--- config.mk ---
export PLATFORM = sky130hd
export DESIGN_NAME = assd_top
export DESIGN_NICKNAME = d
export VERILOG_FILES = /design/src/hw/assd_pkg.sv /design/src/hw/assd_top.sv
export VERILOG_INCLUDE_DIRS = /design/src /design/src/hw
export SDC_FILE = /design/constraint.sdc
export NUM_CORES = 1
export LEC_CHECK = 0
export BUFFER_PORTS_ARGS = -buffer_cell sky130_fd_sc_hd__buf_2
export CAP_MARGIN = 25
export CELL_PAD_IN_SITES_DETAIL_PLACEMENT = 0
export CELL_PAD_IN_SITES_GLOBAL_PLACEMENT = 1
export CORE_MARGIN = 3
export CORE_UTILIZATION = 50
export DETAILED_ROUTE_END_ITERATION = 16
export PLACE_DENSITY = 0.87
export SLEW_MARGIN = 20
export SYNTH_ARGS = -nofsm -noshare
export SYNTH_HDL_FRONTEND = slang
export SYNTH_SLANG_ARGS = --single-unit
--- constraint.sdc ---
create_clock -name mclk -period 4.28 [get_ports mclk]
set_input_delay 0.214 -clock mclk [delete_from_list [all_inputs] [get_ports mclk]]
set_output_delay 0.214 -clock mclk [all_outputs]
set_load 0.01 [all_outputs]
--- src/hw/assd_defines.svh ---
// register offsets, flag layout and timing counts of the serial block
`ifndef ASSD_DEFINES_SVH
`define ASSD_DEFINES_SVH
`define ASSD_OFS_STATUS 8'h0c
`define ASSD_OFS_DATA 8'h0e
`define ASSD_STAT_RST 9'h180
`define ASSD_RX_ACK_MASK 9'h05f
`define ASSD_TX_ACK_MASK 9'h180
`define ASSD_TICK_LAST 4'hf
`define ASSD_SMP_A 4'h7
`define ASSD_SMP_B 4'h8
`define ASSD_SMP_C 4'h9
`define ASSD_IDLE_LIM8 8'h9f
`define ASSD_IDLE_LIM9 8'haf
`define ASSD_BITS8 4'h8
`define ASSD_BITS9 4'h9
`define ASSD_FRAME_EXTRA 4'h2
`endif

--- src/hw/assd_pkg.sv ---
// shared types of the serial status and data block
`default_nettype none
package assd_pkg;
   // status flags, msb first as they sit in the status register
   typedef struct packed {
      logic tx_holding_empty_flag;
      logic tc;
      logic rx_holding_full_flag;
      logic rx_active_flag;
      logic idle;
      logic ovr;
      logic nf;
      logic fe;
      logic pf;
   } assd_stat_t;
   typedef struct packed {
      logic te;
      logic re;
      logic m;
      logic pe;
      logic pt;
      logic idle_detect_type;
      logic rx_wakeup_mode;
      logic sbk;
      logic tx_empty_int_en;
      logic tx_done_int_en;
      logic rx_full_int_en;
      logic line_quiet_int_en;
   } assd_ctrl_t;
   typedef struct packed {
      logic rd;
      logic wr;
      logic [7:0] addr;
      logic [15:0] wdata;
   } assd_req_t;
   typedef enum logic [1:0] {rx_idle, rx_start, rx_data, rx_stop} assd_rx_t;
   typedef enum logic {tx_idle, tx_shift} assd_tx_t;
endpackage
`default_nettype wire

--- src/hw/assd_top.sv ---
// serial status flags, data register, bit-level transmitter and receiver
`include "assd_defines.svh"
`default_nettype none
module assd_top (
   // clock, reset, enable
   input wire logic mclk,
   input wire logic arst_n,
   input wire logic ce,
   // register port
   input wire assd_pkg::assd_req_t req,
   output logic [15:0] rdata,
   // configuration and 16x bit-rate tick
   input wire assd_pkg::assd_ctrl_t ctrl,
   input wire logic os_tick,
   // serial line and interrupt
   input wire logic rxd,
   output logic txd,
   output logic irq
);
   // ------------------------------------------------------------
   // decode
   // ------------------------------------------------------------
   function automatic logic hit(input logic [7:0] a, input logic [7:0] o);
      return a == o;
   endfunction

   function automatic logic [10:0] tx_word(input logic [8:0] d,
                                           input assd_pkg::assd_ctrl_t c);
      logic [8:0] w;
      w = d;
      if (c.pe && c.m) w[8] = (^d[7:0]) ^ c.pt;
      if (c.pe && !c.m) w[7] = (^d[6:0]) ^ c.pt;
      if (!c.m) w[8] = 1'b1;
      return {1'b1, w, 1'b0};
   endfunction

   logic st_rd, dt_rd, dt_wr;
   assign st_rd = ce & req.rd & hit(req.addr, `ASSD_OFS_STATUS);
   assign dt_rd = ce & req.rd & hit(req.addr, `ASSD_OFS_DATA);
   assign dt_wr = ce & req.wr & hit(req.addr, `ASSD_OFS_DATA);

   assd_pkg::assd_stat_t serial_status_reg, ack_arm_reg, set_v, clr_v;
   assd_pkg::assd_stat_t serial_status_next;
   assd_pkg::assd_rx_t rx_state_reg;
   assd_pkg::assd_tx_t tx_state_reg;
   logic [8:0] rx_holding_reg, tx_holding_reg, rx_shift_reg;
   logic rx_s1_reg, rx_s2_reg, rx_s3_reg, rx_line_reg;
   logic [3:0] rx_tick_reg, rx_bit_reg, tx_tick_reg, tx_left_reg, nbits;
   logic smp_a_reg, smp_b_reg, rx_noise_reg;
   logic [7:0] idle_cnt_reg, idle_lim;
   logic idle_done_reg, idle_ok_reg;
   logic [10:0] tx_frame_reg;
   logic maj, dis, eval, start_det, frame_end, rx_ok, rx_xfer, rx_ovr;
   logic par_bad, idle_ev, tx_load, brk_load, tx_done;

   // ------------------------------------------------------------
   // receive line synchroniser
   // ------------------------------------------------------------
   // line level only moves when the last two stages agree
   always_ff @(posedge mclk or negedge arst_n) begin
      if (!arst_n) begin
         rx_s1_reg <= 1'b1;
         rx_s2_reg <= 1'b1;
         rx_s3_reg <= 1'b1;
         rx_line_reg <= 1'b1;
      end else if (ce) begin
         rx_s1_reg <= rxd;
         rx_s2_reg <= rx_s1_reg;
         rx_s3_reg <= rx_s2_reg;
         if (rx_s2_reg == rx_s3_reg) rx_line_reg <= rx_s3_reg;
      end
   end

   // ------------------------------------------------------------
   // receiver
   // ------------------------------------------------------------
   assign nbits = ctrl.m ? `ASSD_BITS9 : `ASSD_BITS8;
   assign maj = (smp_a_reg & smp_b_reg) | (smp_a_reg & rx_line_reg) |
                (smp_b_reg & rx_line_reg);
   assign dis = ~(smp_a_reg == smp_b_reg && smp_b_reg == rx_line_reg);
   assign eval = ce & os_tick & (rx_tick_reg == `ASSD_SMP_C) &
                 (rx_state_reg != assd_pkg::rx_idle);
   assign start_det = ce & os_tick & (rx_state_reg == assd_pkg::rx_idle) &
                      ~rx_line_reg & ctrl.re;
   assign frame_end = eval & (rx_state_reg == assd_pkg::rx_stop);
   // wakeup mode swallows the word without touching any flag
   assign rx_ok = frame_end & ~ctrl.rx_wakeup_mode;
   assign rx_xfer = rx_ok & ~serial_status_reg.rx_holding_full_flag &
                    ~serial_status_reg.ovr;
   assign rx_ovr = rx_ok & ~rx_xfer;
   assign par_bad = ctrl.pe &
                    ((^(rx_shift_reg & {ctrl.m, 8'hff})) ^ ctrl.pt);

   always_ff @(posedge mclk or negedge arst_n) begin
      if (!arst_n) begin
         rx_state_reg <= assd_pkg::rx_idle;
         rx_tick_reg <= 4'h0;
         rx_bit_reg <= 4'h0;
         smp_a_reg <= 1'b1;
         smp_b_reg <= 1'b1;
         rx_noise_reg <= 1'b0;
         rx_shift_reg <= 9'h000;
      end else if (ce && os_tick) begin
         rx_tick_reg <= (rx_state_reg == assd_pkg::rx_idle) ? 4'h1 :
                        rx_tick_reg + 4'h1;
         if (rx_tick_reg == `ASSD_SMP_A) smp_a_reg <= rx_line_reg;
         if (rx_tick_reg == `ASSD_SMP_B) smp_b_reg <= rx_line_reg;
         unique case (rx_state_reg)
            assd_pkg::rx_idle: begin
               if (start_det) rx_state_reg <= assd_pkg::rx_start;
            end
            assd_pkg::rx_start: begin
               // a start that votes high is dropped with no noise
               if (eval && maj) rx_state_reg <= assd_pkg::rx_idle;
               if (eval) rx_noise_reg <= dis;
               if (rx_tick_reg == `ASSD_TICK_LAST) begin
                  rx_state_reg <= assd_pkg::rx_data;
                  rx_bit_reg <= 4'h0;
               end
            end
            assd_pkg::rx_data: begin
               if (eval) begin
                  rx_shift_reg[rx_bit_reg] <= maj;
                  rx_noise_reg <= rx_noise_reg | dis;
               end
               if (rx_tick_reg == `ASSD_TICK_LAST) begin
                  rx_bit_reg <= rx_bit_reg + 4'h1;
                  if (rx_bit_reg == nbits - 4'h1)
                     rx_state_reg <= assd_pkg::rx_stop;
               end
            end
            assd_pkg::rx_stop: begin
               // leave at mid stop so the next start edge is caught
               if (eval) rx_state_reg <= assd_pkg::rx_idle;
            end
         endcase
      end
   end

   always_ff @(posedge mclk or negedge arst_n) begin
      if (!arst_n) rx_holding_reg <= 9'h000;
      else if (rx_xfer) rx_holding_reg <= rx_shift_reg;
   end

   // ------------------------------------------------------------
   // idle line detection
   // ------------------------------------------------------------
   assign idle_lim = ctrl.m ? `ASSD_IDLE_LIM9 : `ASSD_IDLE_LIM8;
   assign idle_ev = ce & os_tick & rx_line_reg & ~idle_done_reg &
                    (idle_cnt_reg == idle_lim) &
                    (~ctrl.idle_detect_type | (rx_state_reg == assd_pkg::rx_idle));

   always_ff @(posedge mclk or negedge arst_n) begin
      if (!arst_n) begin
         idle_cnt_reg <= 8'h00;
         idle_done_reg <= 1'b0;
      end else if (ce) begin
         // long type clears the count while a frame is in flight
         if (!rx_line_reg ||
             (ctrl.idle_detect_type && rx_state_reg != assd_pkg::rx_idle)) begin
            idle_cnt_reg <= 8'h00;
            idle_done_reg <= 1'b0;
         end else if (idle_ev) idle_done_reg <= 1'b1;
         else if (os_tick && !idle_done_reg)
            idle_cnt_reg <= idle_cnt_reg + 8'h01;
      end
   end

   always_ff @(posedge mclk or negedge arst_n) begin
      if (!arst_n) idle_ok_reg <= 1'b1;
      else if (set_v.idle) idle_ok_reg <= 1'b0;
      else if (rx_xfer) idle_ok_reg <= 1'b1;
   end

   // ------------------------------------------------------------
   // transmitter
   // ------------------------------------------------------------
   assign tx_load = ce & os_tick & (tx_state_reg == assd_pkg::tx_idle) &
                    ctrl.te & ~ctrl.sbk & ~serial_status_reg.tx_holding_empty_flag;
   assign brk_load = ce & os_tick & (tx_state_reg == assd_pkg::tx_idle) &
                     ctrl.te & ctrl.sbk;
   assign tx_done = ce & os_tick & (tx_state_reg == assd_pkg::tx_shift) &
                    (tx_tick_reg == `ASSD_TICK_LAST) & (tx_left_reg == 4'h1);

   always_ff @(posedge mclk or negedge arst_n) begin
      if (!arst_n) tx_holding_reg <= 9'h000;
      else if (dt_wr) tx_holding_reg <= req.wdata[8:0];
   end

   always_ff @(posedge mclk or negedge arst_n) begin
      if (!arst_n) begin
         tx_state_reg <= assd_pkg::tx_idle;
         tx_frame_reg <= 11'h7ff;
         tx_left_reg <= 4'h0;
         tx_tick_reg <= 4'h0;
      end else if (ce && os_tick) begin
         unique case (tx_state_reg)
            assd_pkg::tx_idle: begin
               if (tx_load || brk_load) begin
                  // a break frame is all zeros, stop bit included
                  tx_frame_reg <= brk_load ? 11'h000 :
                                  tx_word(tx_holding_reg, ctrl);
                  tx_left_reg <= nbits + `ASSD_FRAME_EXTRA;
                  tx_tick_reg <= 4'h0;
                  tx_state_reg <= assd_pkg::tx_shift;
               end
            end
            assd_pkg::tx_shift: begin
               tx_tick_reg <= tx_tick_reg + 4'h1;
               if (tx_tick_reg == `ASSD_TICK_LAST) begin
                  tx_frame_reg <= {1'b1, tx_frame_reg[10:1]};
                  tx_left_reg <= tx_left_reg - 4'h1;
                  if (tx_left_reg == 4'h1) tx_state_reg <= assd_pkg::tx_idle;
               end
            end
         endcase
      end
   end

   always_ff @(posedge mclk or negedge arst_n) begin
      if (!arst_n) txd <= 1'b1;
      else if (ce) txd <= (tx_state_reg == assd_pkg::tx_shift) ?
                          tx_frame_reg[0] : 1'b1;
   end

   // ------------------------------------------------------------
   // status flags and acknowledge sequence
   // ------------------------------------------------------------
   always_comb begin
      set_v = '0;
      set_v.tx_holding_empty_flag = tx_load;
      set_v.tc = tx_done & serial_status_reg.tx_holding_empty_flag & ~ctrl.sbk;
      set_v.rx_holding_full_flag = rx_xfer;
      set_v.nf = rx_xfer & (rx_noise_reg | dis);
      set_v.fe = rx_xfer & ~maj;
      set_v.pf = rx_xfer & par_bad;
      set_v.ovr = rx_ovr;
      set_v.idle = idle_ev & idle_ok_reg & ~ctrl.rx_wakeup_mode;
      set_v.rx_active_flag = start_det & ~ctrl.rx_wakeup_mode;
      // only flags seen by the status read are cleared
      clr_v = ack_arm_reg &
              ((dt_rd ? `ASSD_RX_ACK_MASK : 9'h000) |
               (dt_wr ? `ASSD_TX_ACK_MASK : 9'h000));
      // a new event wins over a clear in the same cycle
      serial_status_next = (serial_status_reg & ~clr_v) | set_v;
      serial_status_next.rx_active_flag = set_v.rx_active_flag |
                               (serial_status_reg.rx_active_flag & ~idle_ev);
   end

   always_ff @(posedge mclk or negedge arst_n) begin
      if (!arst_n) serial_status_reg <= `ASSD_STAT_RST;
      else if (ce) serial_status_reg <= serial_status_next;
   end

   always_ff @(posedge mclk or negedge arst_n) begin
      if (!arst_n) ack_arm_reg <= '0;
      else if (st_rd) ack_arm_reg <= serial_status_reg;
      else if (dt_rd || dt_wr) ack_arm_reg <= ack_arm_reg & ~clr_v;
   end

   // ------------------------------------------------------------
   // read data and interrupt
   // ------------------------------------------------------------
   always_ff @(posedge mclk or negedge arst_n) begin
      if (!arst_n) rdata <= 16'h0000;
      else if (st_rd) rdata <= {7'h00, serial_status_reg};
      else if (dt_rd) rdata <= {7'h00, ctrl.m & rx_holding_reg[8],
                                rx_holding_reg[7:0]};
      else if (ce && req.rd) rdata <= 16'h0000;
   end

   always_ff @(posedge mclk or negedge arst_n) begin
      if (!arst_n) irq <= 1'b0;
      else if (ce) irq <= (serial_status_reg.tx_holding_empty_flag & ctrl.tx_empty_int_en) |
                          (serial_status_reg.tc & ctrl.tx_done_int_en) |
                          (~ctrl.rx_wakeup_mode & ((serial_status_reg.rx_holding_full_flag & ctrl.rx_full_int_en) |
                           (serial_status_reg.idle & ctrl.line_quiet_int_en)));
   end
endmodule // assd_top
`default_nettype wire

==> impl_metrics.ini <==
[status]
status = finished clean

[final_layout]
area_delta_synth_final_pct = 8.78
multi_input_area_um2 = 2500
diodes = 0
drive_gt1_share_pct = 23.7
final_cell_mix = dfrtp_1 (81), nand2_1 (52), buf_2 (45)
largest_reg_flops = 11
fillerInstances = 887
regArea_um2 = 2580
fin_nets = 596
final_common_cell = dfrtp_1

[floorplan]
initial_core_util_pct = 52.6
dieArea_um2 = 11800
floorplan.die.height_um = 109
ios = 61
num_rows = 36
core_region_area_um2 = 10000
die_w_um = 109

[synth]
post_synth_inst_count = 499
yosysWarnings = 0
syn_avg_cell_area_um2 = 10.6
syn_area_um2 = 5290
synth-edff-count = 0
synth-seq-area-share_pct = 48.8
ys.flop_type = dfrtp_1
synth_top_area_share_pct = 38.4
synth-async-reset-ratio_pct = 100
synth_area_leader_cell = dfrtp_1
yosys-top-cells-area = dfrtp_1 (38%), dfstp_2 (10%), mux2_2 (6.6%)
synth_seq_cells = 102
netlist-cell-type-count = 65

[global_routing]
antenna_found_initial = 1
grt_pass1_wl_mm = 18.2
grt_max_degree = 70
grt_pass1_vias = 3694
grtUsageTotal_pct = 19.8
overflow = 0

[routing]
top_layer_used = met5
viasPerCell = 5.62
ant_nets = 0
routed_wl_mm = 10.8
vias = 3779
dr.first_iter.drc_count = 197
route.detailed.wl_per_inst_um = 16.0
first_pass_iters = 4
m1WireLength_mm = 4.86
dr_wl_met2_mm = 5.31
dr_wl_met3_um = 510
drc = 0

[power]
power.density_nw_per_um2 = 413
power.leakage_nw = 2.60
vdd_drop_max_v = 0.000258

[sta]
finClkSkew_ns = 0.0105
slew_violations = 0
fmax_mhz = 415
period_share_pct = 56.3
period_minus_slack_ns = 2.41
tightest_slew_ns = 0.880
rsz0062_at_grt = false
setup_viol = 0
finalHoldViolCount = 0
max_slew_margin_pct = 41.3
finalSetupTns_ns = 0
whs_ns = 0.0718

[worst_setup_path]
crit_slowest_cell = or3_1
crit_path_end_kind = flip-flop
cp.required_ns = 4.54
r2r_cells = 6
critPathKind = reg -> reg
crit_family = simple AND/OR/NAND/NOR gates
arrival_ns = 2.67
worstSetupStartpointType = flip-flop
cp_num_cells = 6
critPathMaxStageDelay_ns = 0.61
path_buf_inv = 1
crit_chain = inv_1 > ha_1 > nor3_4 > nand2_2 > or3_1 > mux2_4
crit_fanout = 14

[clock_network]
clk_pin_slew_ns = 0.09
clock_latency_ns = 0.37
cts_setup_buffers = 0
numCtsBuffers = 9
clock-sinks = 102
cts_tree = yes
cts.hold.buffers_added = 2
clockBufferDepth = 2
ctsResizeCount = 0
cts_max_level = 3
cts_root_buf = clkbuf_8

[min_path]
hold_path.class = in -> reg
whs_path_depth = 2

[place]
io_buffers = 46
place_congestion = 0.836
hpwl_mm = 7.80

[job]
maxCapViolCount = 0
==> synthesized netlist by cell type, types with 2 or more instances <==
cell,number
mux2_2,31
o21a_1,5
buf_6,2
nand3_1,15
nor4_1,4
buf_2,3
nor2_1,28
mux2i_1,2
a31oi_1,4
a22o_1,10
nor2b_1,6
nand2_2,2
o21ai_0,37
nand2_1,52
o2111ai_1,2
nand4b_1,2
nor3_1,6
a22oi_1,12
a21oi_1,15
inv_1,15
dfrtp_1,81
and3_1,4
nand3b_1,2
nor3b_1,4
or3_1,4
o211ai_1,4
xor2_1,6
dfstp_2,21
a21boi_0,6
ha_1,17
mux2_4,5
o22ai_1,2
and2_1,5
a21o_1,2
nand4_1,3
o31ai_1,4
clkbuf_1,14
buf_4,9
nand2b_1,11
xnor2_1,17
==> power breakdown <==
group	internal (mW)	total [mW]	switching [mW]
clock	0.269	0.586	0.317
combinational	0.232	0.528	0.296
sequential	1.13	1.26	0.136
==> layout make-up <==
| cell class | count | share of cell area, % |
|---|---|---|
| clock buffer | 13 | 2.42 |
| clock inverter | 2 | 0.653 |
| inverter | 15 | 0.979 |
| multi-input combinational | 358 | 43.5 |
| sequential | 102 | 44.9 |
| tap | 133 | 2.89 |
| timing repair buffer | 50 | 4.66 |
==> worst paths after layout <==
check                                     start                    to  slack, ns
setup reg to reg                rx_state_reg[0]     rx_holding_reg[5]       1.87
hold reg to reg            serial_status_reg[2]  serial_status_reg[2]       0.49
hold / removal                           req[7]     tx_holding_reg[7]       0.07
max in group asynchronous                arst_n             rx_s3_reg       2.74
min in group asynchronous                arst_n       rx_shift_reg[3]       0.48
setup / recovery                rx_state_reg[0]     rx_holding_reg[5]       1.87
==> per-stage QoR <==
stage	instances	power (mW)	utilization, %	setup slack [ns]	instance area [µm²]
final	673	2.38	57.2	1.87	5750
after detailed placement	656	1.81	55.2	1.78	5550
after global routing	673	2.53	57.2	1.70	5750
after global placement	656	1.78	55.2	1.85	5550
after CTS	673	2.40	57.2	1.80	5740
after floorplan	505	1.65	-	2.16	5310
==> layer usage <==
metal | track usage, % | vias up
li1 | - | 1826
met1 | 26.1 | 1863
met2 | 33.1 | 80
met3 | 5.03 | 8
met4 | 4.33 | 2
met5 | 0 | -
==> worst register-to-register path: cells and delay by family, from the launching register on <==
family / cells / cell delay, ns
buf+inv: 1 / 0.10
fa+ha+maj: 1 / 0.33
flops: 1 / 0.42
mux: 1 / 0.40
simple gates: 3 / 1.06
==> kinds of logic (layout without fill, tap and decap cells) <==
kind of cell	count (synthesis)	after routing	share of synthesized area [%]
and+or+nand+nor	160	160	16.2
AOI/OAI and AO/OA	112	112	13.8
DFF	102	102	48.8
buffers and inverters	45	80	4.50
muxes	38	38	8.40
xor gates and xnor gates	24	24	4.24
adders and majority gates	17	17	4.02
other	1	7	0.0710
Power figures use the tool's default switching activity.
